===== config.mk =====
export PLATFORM = sky130hd
export DESIGN_NAME = rsc_reset_ctrl
export DESIGN_NICKNAME = d
export VERILOG_FILES = /design/src/core/rsc_reset_ctrl.v
export VERILOG_INCLUDE_DIRS = /design/src /design/src/core
export SDC_FILE = /design/constraint.sdc
export NUM_CORES = 1
export LEC_CHECK = 0
export BUFFER_PORTS_ARGS = -buffer_cell sky130_fd_sc_hd__buf_2
export CAP_MARGIN = 40
export CORE_ASPECT_RATIO = 1.1
export CORE_MARGIN = 5
export CORE_UTILIZATION = 40
export DETAILED_ROUTE_END_ITERATION = 10
export PLACE_DENSITY = 0.65
export SYNTH_ARGS = -nofsm -noshare
export SYNTH_HDL_FRONTEND = slang
export SYNTH_SLANG_ARGS = --single-unit

===== constraint.sdc =====
create_clock -name core_clk -period 4.5 [get_ports core_clk]
set_input_delay 0.225 -clock core_clk [delete_from_list [all_inputs] [get_ports core_clk]]
set_output_delay 0.225 -clock core_clk [all_outputs]
set_load 0.02 [all_outputs]

===== src/core/rsc_defs.vh =====
// register map, field positions and timing constants for reset source control
`ifndef RSC_DEFS_VH
`define RSC_DEFS_VH
`define RSC_ADDR_W          8
`define RSC_OFS_PWR_CTRL    8'h87
`define RSC_OFS_AUX_CTRL1   8'hA2
`define RSC_OFS_BOD_CTRL0   8'hA3
`define RSC_OFS_RST_CTRL    8'hA4
`define RSC_BIT_COLD_START  4
`define RSC_BIT_PIN_CAUSE   6
`define RSC_BIT_BOD_RST_EN  2
`define RSC_BIT_BOD_CAUSE   1
`define RSC_BIT_BOD_STATUS  0
`define RSC_BIT_WDT_CAUSE   3
`define RSC_BIT_SW_CAUSE    7
`define RSC_BIT_SW_REQ      0
`define RSC_PIN_LOW_CYCLES  24
`define RSC_OSC_SETTLE_CYC  16
`define RSC_RST_HOLD_CYC    4
`define RSC_RESET_VECTOR    16'h0000
`endif


===== src/core/rsc_reset_ctrl.v =====
// reset source combiner with sticky cause flags
`timescale 1ns/1ps
// What this block does
// - five reset causes each reset the device
// - other registers reset; cause flags source dependent
// - hold core while supply below threshold
// - after power-on and oscillator, fetch 0000H
// - power-on sets cold-start flag
// - cold-start flag kept through warm resets
// - brown-out resets only when enable bit set
// - brown-out reset sets brown-out cause flag
// - brown-out flag kept through warm resets
// - software may set or clear brown-out flag
// - pin low 24 cycles is valid request
// - pin reset applied synchronously to clock
// - stay in reset while pin low
// - pin high releases, execution at 0000H
// - power-down pin low wakes clock first
// - pin reset sets pin cause flag
// - pin flag kept through warm resets
// - software clears pin flag by zero
`include "rsc_defs.vh"
module rsc_reset_ctrl #(
  parameter PIN_LOW_CYCLES = `RSC_PIN_LOW_CYCLES,
  parameter OSC_SETTLE_CYC = `RSC_OSC_SETTLE_CYC,
  parameter RST_HOLD_CYC   = `RSC_RST_HOLD_CYC
) (
  input  wire       core_clk,
  input  wire       srst,
  input  wire       por_low,
  input  wire       bod_below,
  input  wire       rst_pin_n,
  input  wire       wdt_timeout,
  input  wire       power_down,
  input  wire [7:0] reg_addr,
  input  wire [7:0] reg_wdata,
  input  wire       reg_wr,
  input  wire       reg_rd,
  output reg  [7:0] reg_rdata,
  output reg        core_rst,
  output reg  [15:0] fetch_addr,
  output reg        clk_wake_req
);
  localparam ST_POR  = 2'd0;
  localparam ST_OSC  = 2'd1;
  localparam ST_HOLD = 2'd2;
  localparam ST_RUN  = 2'd3;
  localparam CW = 6;

  reg [1:0]    state_ff;
  reg [1:0]    nxt_state;
  reg [CW-1:0] cnt_ff;
  reg [CW-1:0] nxt_cnt;
  reg [CW-1:0] pin_cnt_ff;
  reg          pin_meta_ff;
  reg          pin_sync_ff;
  reg          cold_start_flag_ff;
  reg          brownout_cause_flag_ff;
  reg          pin_reset_cause_flag_ff;
  reg          wdt_cause_flag_ff;
  reg          sw_cause_flag_ff;
  reg          brownout_reset_enable_ff;
  reg          sw_req_ff;
  reg          pwr_lo_ff;
  reg          wdt_rst_ff;
  reg          sw_rst_ff;
  reg          bod_rst_ff;
  reg          pin_rst_ff;
  reg [2:0]    cause_ff;

  wire pin_valid = (pin_cnt_ff >= PIN_LOW_CYCLES[CW-1:0]);
  wire bod_trip  = bod_below & brownout_reset_enable_ff;
  wire warm_src  = bod_trip | pin_valid | wdt_timeout | sw_req_ff;
  wire wr_pwr    = reg_wr & (reg_addr == `RSC_OFS_PWR_CTRL);
  wire wr_aux    = reg_wr & (reg_addr == `RSC_OFS_AUX_CTRL1);
  wire wr_bod    = reg_wr & (reg_addr == `RSC_OFS_BOD_CTRL0);
  wire wr_rst    = reg_wr & (reg_addr == `RSC_OFS_RST_CTRL);
  wire enter_rst = (state_ff == ST_RUN) & warm_src;

  // reset path sees pin only through two flops
  always @(posedge core_clk)
  begin
    if (srst)
    begin
      pin_meta_ff <= 1'b1;
      pin_sync_ff <= 1'b1;
      pin_cnt_ff  <= {CW{1'b0}};
    end
    else
    begin
      pin_meta_ff <= rst_pin_n;
      pin_sync_ff <= pin_meta_ff;
      if (pin_sync_ff)
        pin_cnt_ff <= {CW{1'b0}};
      else if (!pin_valid)
        pin_cnt_ff <= pin_cnt_ff + 1'b1;
    end
  end

  // wake request is raised from the raw pin; clock logic outside acts on it
  always @(posedge core_clk)
  begin
    if (srst)
      clk_wake_req <= 1'b0;
    else
      clk_wake_req <= power_down & ~rst_pin_n;
  end

  always @*
  begin
    nxt_state = state_ff;
    nxt_cnt   = cnt_ff;
    case (state_ff)
      ST_POR:
      begin
        nxt_cnt = {CW{1'b0}};
        if (!por_low)
          nxt_state = ST_OSC;
      end
      ST_OSC:
      begin
        if (cnt_ff >= OSC_SETTLE_CYC[CW-1:0] - 1'b1)
        begin
          nxt_state = ST_HOLD;
          nxt_cnt   = {CW{1'b0}};
        end
        else
          nxt_cnt = cnt_ff + 1'b1;
      end
      ST_HOLD:
      begin
        if (warm_src | ~pin_sync_ff)
          nxt_cnt = {CW{1'b0}};
        else if (cnt_ff >= RST_HOLD_CYC[CW-1:0] - 1'b1)
          nxt_state = ST_RUN;
        else
          nxt_cnt = cnt_ff + 1'b1;
      end
      ST_RUN:
      begin
        nxt_cnt = {CW{1'b0}};
        if (warm_src)
          nxt_state = ST_HOLD;
      end
      default:
        nxt_state = ST_POR;
    endcase
    if (por_low)
      nxt_state = ST_POR;
  end

  always @(posedge core_clk)
  begin
    if (srst)
    begin
      state_ff   <= ST_POR;
      cnt_ff     <= {CW{1'b0}};
      core_rst   <= 1'b1;
      fetch_addr <= `RSC_RESET_VECTOR;
    end
    else
    begin
      state_ff   <= nxt_state;
      cnt_ff     <= nxt_cnt;
      core_rst   <= (nxt_state != ST_RUN);
      fetch_addr <= `RSC_RESET_VECTOR;
    end
  end

  // cause latch: which warm source started this reset
  always @(posedge core_clk)
  begin
    if (srst)
    begin
      pwr_lo_ff  <= 1'b1;
      bod_rst_ff <= 1'b0;
      pin_rst_ff <= 1'b0;
      wdt_rst_ff <= 1'b0;
      sw_rst_ff  <= 1'b0;
      cause_ff   <= 3'h0;
    end
    else
    begin
      pwr_lo_ff  <= por_low;
      bod_rst_ff <= enter_rst & bod_trip;
      pin_rst_ff <= enter_rst & pin_valid;
      wdt_rst_ff <= enter_rst & wdt_timeout;
      sw_rst_ff  <= enter_rst & sw_req_ff;
      cause_ff   <= {enter_rst, 2'b00};
    end
  end

  // flags: hardware set wins over a software write in the same cycle
  always @(posedge core_clk)
  begin
    if (srst)
    begin
      cold_start_flag_ff       <= 1'b0;
      brownout_cause_flag_ff   <= 1'b0;
      pin_reset_cause_flag_ff  <= 1'b0;
      wdt_cause_flag_ff        <= 1'b0;
      sw_cause_flag_ff         <= 1'b0;
      brownout_reset_enable_ff <= 1'b0;
      sw_req_ff                <= 1'b0;
    end
    else if (pwr_lo_ff)
    begin
      cold_start_flag_ff       <= 1'b1;
      brownout_cause_flag_ff   <= 1'b0;
      pin_reset_cause_flag_ff  <= 1'b0;
      wdt_cause_flag_ff        <= 1'b0;
      sw_cause_flag_ff         <= 1'b0;
      brownout_reset_enable_ff <= 1'b0;
      sw_req_ff                <= 1'b0;
    end
    else
    begin
      if (wr_pwr)
        cold_start_flag_ff <= reg_wdata[`RSC_BIT_COLD_START];
      if (bod_rst_ff)
        brownout_cause_flag_ff <= 1'b1;
      else if (wr_bod)
        brownout_cause_flag_ff <= reg_wdata[`RSC_BIT_BOD_CAUSE];
      if (pin_rst_ff)
        pin_reset_cause_flag_ff <= 1'b1;
      else if (wr_aux & ~reg_wdata[`RSC_BIT_PIN_CAUSE])
        pin_reset_cause_flag_ff <= 1'b0;
      if (wdt_rst_ff)
        wdt_cause_flag_ff <= 1'b1;
      else if (wr_rst & ~reg_wdata[`RSC_BIT_WDT_CAUSE])
        wdt_cause_flag_ff <= 1'b0;
      if (sw_rst_ff)
        sw_cause_flag_ff <= 1'b1;
      else if (wr_aux & ~reg_wdata[`RSC_BIT_SW_CAUSE])
        sw_cause_flag_ff <= 1'b0;
      // enable and request return to defaults on any reset
      if (cause_ff[2])
      begin
        brownout_reset_enable_ff <= 1'b0;
        sw_req_ff                <= 1'b0;
      end
      else
      begin
        if (wr_bod)
          brownout_reset_enable_ff <= reg_wdata[`RSC_BIT_BOD_RST_EN];
        sw_req_ff <= wr_rst & reg_wdata[`RSC_BIT_SW_REQ];
      end
    end
  end

  always @(posedge core_clk)
  begin
    if (srst)
      reg_rdata <= 8'h00;
    else if (reg_rd)
    begin
      case (reg_addr)
        `RSC_OFS_PWR_CTRL:  reg_rdata <= {3'h0, cold_start_flag_ff, 4'h0};
        `RSC_OFS_AUX_CTRL1: reg_rdata <= {sw_cause_flag_ff, pin_reset_cause_flag_ff, 6'h00};
        `RSC_OFS_BOD_CTRL0: reg_rdata <= {5'h00, brownout_reset_enable_ff, brownout_cause_flag_ff, bod_below};
        `RSC_OFS_RST_CTRL:  reg_rdata <= {4'h0, wdt_cause_flag_ff, 3'h0};
        default:            reg_rdata <= 8'h00;
      endcase
    end
    else
      reg_rdata <= 8'h00;
  end
endmodule // rsc_reset_ctrl


==> impl_metrics.tcl, run 1 <==
set metrics [dict create \
    finalCoreUtilization 0.475 \
    drv_cap 0 \
    r2r_cells 4 \
    rsz0062_at_grt "no" \
    max_freq_mhz 609 \
    ios 51 \
    ys_seq_area_frac 0.478 \
    rr_endpoint "cnt_ff[1]" \
    hold_viol 0 \
    place_inst 248 \
    clockBufferDepth 2 \
    hold_slack_ps 135 \
    worst-setup-path-type "reg2reg" \
    synth-seq-cells 38 \
    synth.cell_area_um2 1590 \
    dieArea_um2 5350 \
    die-height_um 76.2 \
    finalMaxSlewViolations 0 \
    p_leak_nw 0.840 \
    grt_max_degree 14 \
    num_vias 1178 \
    reg2reg_slack_ps 2860 \
    ctsHoldBuffers 0 \
    synthXorXnorAreaFrac 0.0165 \
    numCtsBuffers 5 \
    rows 24 \
    routabilityCongestion 0.752 \
    antenna_found_initial 0 \
    setup_violations 0 \
    cts_tree "done" \
    clock-root-buffer "clkbuf_8" \
    final_cell_count_no_fill 255 \
    post-route-period-util 0.365 \
    yosys.area_share.adder 0.0236 \
    worst_setup_path_start_kind "flip-flop" \
    syn_inst 167 \
    die-width_um 70.2 \
    grt_pass1_wl_um 4970 \
    nNetsFinal 231 \
    clk_pin_slew_worst_paths_ps 70 \
    critPathArrivalTime_ps 1870 \
    clock_latency_ps 280 \
    grt_pass1_vias 1189 \
    wl_per_cell_um 11.0 \
    hp-class "in2reg" \
    skew_ps 6.98 \
    avgSynthCellArea_um2 9.54 \
    synth_mux_area_frac 0.0134 \
    crit_required_ps 4730 \
    core_um2 3900 \
    drt-initial-drc-count 53 \
    ctsHtreeMaxLevel 2 \
    route.antenna.remaining_nets 0 \
    postCtsSetupRepairBufs 0 \
    start_util 0.408 \
    drive_gt1_frac 0.227 \
    startpoint "cnt_ff[0]" \
    period_needed_ps 1640 \
    drc 0 \
    yosys.cell_types.count 44 \
    rr_startpoint "cnt_ff[0]" \
    n_fill_cell 406 \
    total_power_w 0.000674 \
    drt_first_pass_iters 4 \
    multi_input_area_um2 731 \
    endpoint_kind "flip-flop" \
    critical_path.endpoint "cnt_ff[1]" \
    power_density_nw_per_um2 363 \
    hpwlAfterDp_um 2200 \
    track_usage 0.113 \
    outcome "completed" \
    regArea_um2 761 \
    cts.sinks 38 \
    cts_resized 0 \
    setup_tns_ps 0 \
    cp_max_fo 5 \
    wl_um 2810 \
    grt-ovfl-total 0 \
    portBuffers 32 \
    synth-compound-area-share 0.113 \
    ir_drop_mv 0.195 \
    antennaDiodeCount 0 \
    synth_top_family_by_area "simple AND/OR/NAND/NOR gates" \
    yosys_warnings 0 \
    drt-vias-per-instance 4.62 \
    synth-simple-area-share 0.252 \
    area_delta_synth_final_pct 16.5 \
]
==> cells by family (layout without fill, tap and decap cells) <==
logic type	count (synthesis)	count (layout)
simple gates	67	67
flops	38	38
compound gates	27	27
buf+inv	26	46
fa+ha+maj	3	3
xor+xnor	3	3
mux	2	2
other cells	1	17
==> worst min path at each step <==
stage,slack [ps],start,end,cells after the start
floorplan,330,reg_wr,wdt_cause_flag_ff,1
global placement,390,pin_meta_ff,pin_sync_ff,1
detailed placement,400,pin_meta_ff,pin_sync_ff,1
CTS,130,rst_pin_n,pin_meta_ff,2
global route,160,power_down,clk_wake_req,3
finish,140,rst_pin_n,pin_meta_ff,2
==> where the power goes <==
| group | internal, W | total (W) | switching (W) |
|---|---|---|---|
| clock network | 0.000177 | 0.000290 | 0.000112 |
| logic | 0.0000141 | 0.0000421 | 0.0000280 |
| registers | 0.000340 | 0.000342 | 0.00000212 |
| total | 0.000531 | 0.000674 | 0.000143 |
==> synthesized netlist by cell type, drive strengths merged <==
cell    number  area [µm²]
a211oi       2        15.0
nor3b        1        12.5
or4          1        7.51
o21ai        4        20.0
nor3         5        36.3
a22o         1        8.76
ha           3        37.5
and4         1        8.76
o31ai        1        7.51
nand4        2        12.5
a311oi       1        8.76
a21o         2        15.0
a41oi        1        8.76
a32o         1        10.0
and3         9        56.3
a21oi        9        48.8
and2         2        12.5
clkbuf       2        7.51
conb         1        3.75
inv          7        26.3
nand2b       2        12.5
mux2i        1        10.0
and3b        1        8.76
nand3b       3        22.5
xnor2        1        8.76
nor2b        4        25.0
o21a         2        15.0
nor4         1        12.5
or4b         1        13.8
dfxtp       38         761
nor4b        1        23.8
or2          4        25.0
xor2         2        17.5
mux2         1        11.3
buf         17         128
nand2        7        26.3
nor2        20        75.1
nand3        2        10.0
a21bo        1        10.0
a31oi        2        12.5
==> registers in the layout, summed over array words and instances, names as in the netlist, 2 cells and up <==
signal and cells:
pin_cnt_ff 6, cnt_ff 6, reg_rdata 7, state_ff 2
==> stage by stage <==
stage | instance area (µm²) | setup WS, ps
2_1_floorplan | 1650 | 2870
3_3_place_gp | 1740 | 2710
3_5_place_dp | 1740 | 2690
4_1_cts | 1860 | 2850
5_1_grt | 1860 | 2750
6_report | 1860 | 2860
==> routing by layer <==
layer  GRT usage  share of wire  up-vias
met5           0              0        -
met2       0.189           0.45       42
met4      0.0575          0.014        0
met3      0.0409           0.10        5
met1       0.125           0.43      523
li1            -              -      608
==> worst max-delay path, stage by stage (launching register included) <==
cell	delay [ps]
dfxtp_1	340
ha_1	250
or4_1	430
o31ai_1	370
a32o_1	210
==> layout make-up <==
cell class	count	share of cell area
sequential	38	0.410
inverter	7	0.0142
clock inverter	1	0.0162
tap	52	0.0351
timing repair buffer	32	0.0863
multi-input combinational	119	0.394
clock buffer	6	0.0445
==> cells in the final DEF, fill, tap and decap left out, types with 3 or more instances in the layout <==
cell      count
ha_1          3
clkbuf_8      6
nand3b_1      3
and3_1        9
a21oi_1       8
nor2b_1       4
dfxtp_1      38
nor3_1        4
nor2_1       20
or2_1         3
nand2_1       7
buf_2        32
inv_1         7
conb_1       17
Power figures use the tool's default switching activity.
==> run 2, diff against run 1 <==
--- a/config.mk
+++ b/config.mk
@@ -12,7 +12,7 @@
 export CORE_MARGIN = 5
 export CORE_UTILIZATION = 40
 export DETAILED_ROUTE_END_ITERATION = 10
-export PLACE_DENSITY = 0.65
+export PLACE_DENSITY = 0.68
 export SYNTH_ARGS = -nofsm -noshare
 export SYNTH_HDL_FRONTEND = slang
 export SYNTH_SLANG_ARGS = --single-unit
==> constraint.sdc (replaced) <==
create_clock -name core_clk -period 1.4 [get_ports core_clk]
set_input_delay 0.07 -clock core_clk [delete_from_list [all_inputs] [get_ports core_clk]]
set_output_delay 0.07 -clock core_clk [all_outputs]
set_load 0.02 [all_outputs]
==> run 2 against run 1 <==
  * The flow now finishes with violations (negative setup slack)
  * Clock power increased by 130%
  * Flip-flop and latch count unchanged
  * Critical path depth increased by 1
  * Worst setup slack got worse by 2900 ps
  * Clock skew decreased by 5.3 ps
  * Sequential power increased to 3.2 times the previous value
  * Routed wire length increased by 15%
  * Global-route usage increased by 1.4 points
  * Via count increased by 7.0%
  * Critical endpoint is now state_ff[0]
  * Highest routed layer unchanged
==> impl_metrics.tcl, run 2 (synthesized netlist as in run 1, its figures left out) <==
set metrics [dict create \
    switchingPower_w 0.000437 \
    power_density_nw_per_um2 943 \
    wl_per_cell_um 11.9 \
    ir_drop_mv 0.509 \
    violations "negative setup slack" \
    period_needed_ps 1450 \
    rsz0062_at_grt "yes" \
    post-route-period-util 1.04 \
    cts_tree "done" \
    die-height_um 76.2 \
    place_inst 262 \
    setup_ws_ps -50.8 \
    most-common-layout-cells "dfxtp_1 (35), buf_2 (32), nor2_1 (19), conb_1 (17), buf_4 (14)" \
    drc 0 \
    skew_ps 1.71 \
    p_sw_frac 0.227 \
    setup_tns_ps -98.6 \
    outcome "finished with violations" \
    drive_gt1_frac 0.336 \
    critPathSlowestCell "or4_4" \
    worst_setup_path_start_kind "flip-flop" \
    crit_chain "ha_4, or4_4, o21ai_2, a21oi_2, o21a_1" \
    drt_first_pass_iters 4 \
    area_delta_synth_final_pct 28.4 \
    hold_viol 0 \
    use_met3 0.0488 \
    cts.sinks 38 \
    final_cell_count_no_fill 272 \
    finalCoreUtilization 0.524 \
    reg2reg_slack_ps -50 \
    drt-initial-drc-count 37 \
    regArea_um2 764 \
    clk_pin_slew_worst_paths_ps 70 \
    post-place-ws_ps -109 \
    largest_reg_flops 7 \
    combPwrFrac 0.081 \
    drv_cap 0 \
    grt-ovfl-total 0 \
    ios 51 \
    p_clk_frac 0.349 \
    grt_util_met2 0.216 \
    core_um2 3900 \
    ctsHtreeMaxLevel 2 \
    wl_um 3230 \
    antenna_found_initial 0 \
    seqPwrFrac 0.570 \
    top_register "reg_rdata" \
    portBuffers 32 \
    p_leak_nw 0.912 \
    multi_input_area_um2 817 \
    critPathArrivalTime_ps 1630 \
    crit_required_ps 1580 \
    crit_family "simple AND/OR/NAND/NOR gates" \
    cp_max_fo 3 \
    max_freq_mhz 689 \
    die-width_um 70.2 \
    finalMaxSlewViolations 0 \
    num_vias 1260 \
    hp-class "in2reg" \
    use_met1 0.146 \
    final_common_cell "dfxtp_1" \
    cpPeakStageDelay_ps 440 \
    clock_latency_ps 280 \
    grt_pass1_wl_um 5520 \
    routabilityCongestion 0.733 \
    busiest_layer "met2" \
    route.antenna.remaining_nets 0 \
    setup_violations 4 \
    grt_pass1_vias 1259 \
    rows 24 \
    n_fill_cell 391 \
    antennaDiodeCount 0 \
    endpoint_kind "flip-flop" \
    dieArea_um2 5350 \
    start_util 0.408 \
    clock-root-buffer "clkbuf_8" \
    p_int_w 0.00149 \
    critical_path_buf_inv_count 0 \
    grt_max_degree 14 \
    worst-setup-path-type "reg2reg" \
    numCtsBuffers 5 \
    drt-vias-per-instance 4.63 \
    reg.largest.list "reg_rdata (7), cnt_ff (6), pin_cnt_ff (6)" \
    track_usage 0.127 \
    clockBufferDepth 2 \
    nNetsFinal 248 \
    hpwlAfterDp_um 2420 \
]
[run 2: final cells by class]
| type | instances | share of cell area |
|---|---|---|
| multi-input cells | 119 | 0.399 |
| inverters | 7 | 0.0128 |
| clock buffers | 7 | 0.0373 |
| flip-flops and latches | 38 | 0.374 |
| repair buffers | 49 | 0.145 |
| well taps | 52 | 0.0318 |
[run 2: tightest hold or removal path: stages]
cell and delay (ps):
buf_2 80, nor2_1 60, nand2_2 50
[run 2: power by group through the flow]
stage / logic, W / registers, W / clock network [W]
3_5_place_dp: 0.000143 / 0.00112 / 0
4_1_cts: 0.000150 / 0.00110 / 0.000700
2_1_floorplan: 0.000122 / 0.00112 / 0
3_3_place_gp: 0.000142 / 0.00112 / 0
5_1_grt: 0.000170 / 0.00110 / 0.000770
6_report: 0.000155 / 0.00110 / 0.000673
[run 2: through the flow]
step	power (W)	hold slack (ps)	area, µm²
2_1_floorplan	0.00125	171	1680
3_3_place_gp	0.00127	280	1880
3_5_place_dp	0.00127	285	1880
4_1_cts	0.00195	8.50	2000
5_1_grt	0.00204	11.2	2050
6_report	0.00193	14.0	2050
[run 2: repair_timing]
item                       CTS  global route
hold buffers                 2             0
hold endpoints to repair     2             0
setup endpoints to repair    7             8
pin swaps                    1             5
gates resized for setup      4            10
setup buffers                1             0
[run 2: per-layer routing]
metal	wire length [µm]	vias up
li1	-	639
met1	1350	580
met2	1670	37
met3	195	4
met4	21	0
met5	0	-
[run 2: path summary, 6_finish.rpt]
| kind | from | depth (start not counted) | to |
|---|---|---|---|
| worst max-delay path | cnt_ff[0] | 5 | state_ff[0] |
| worst min register to register | pin_meta_ff | 1 | pin_sync_ff |
| worst max register to register | cnt_ff[0] | 5 | state_ff[0] |
| worst min-delay path | por_low | 3 | core_rst |
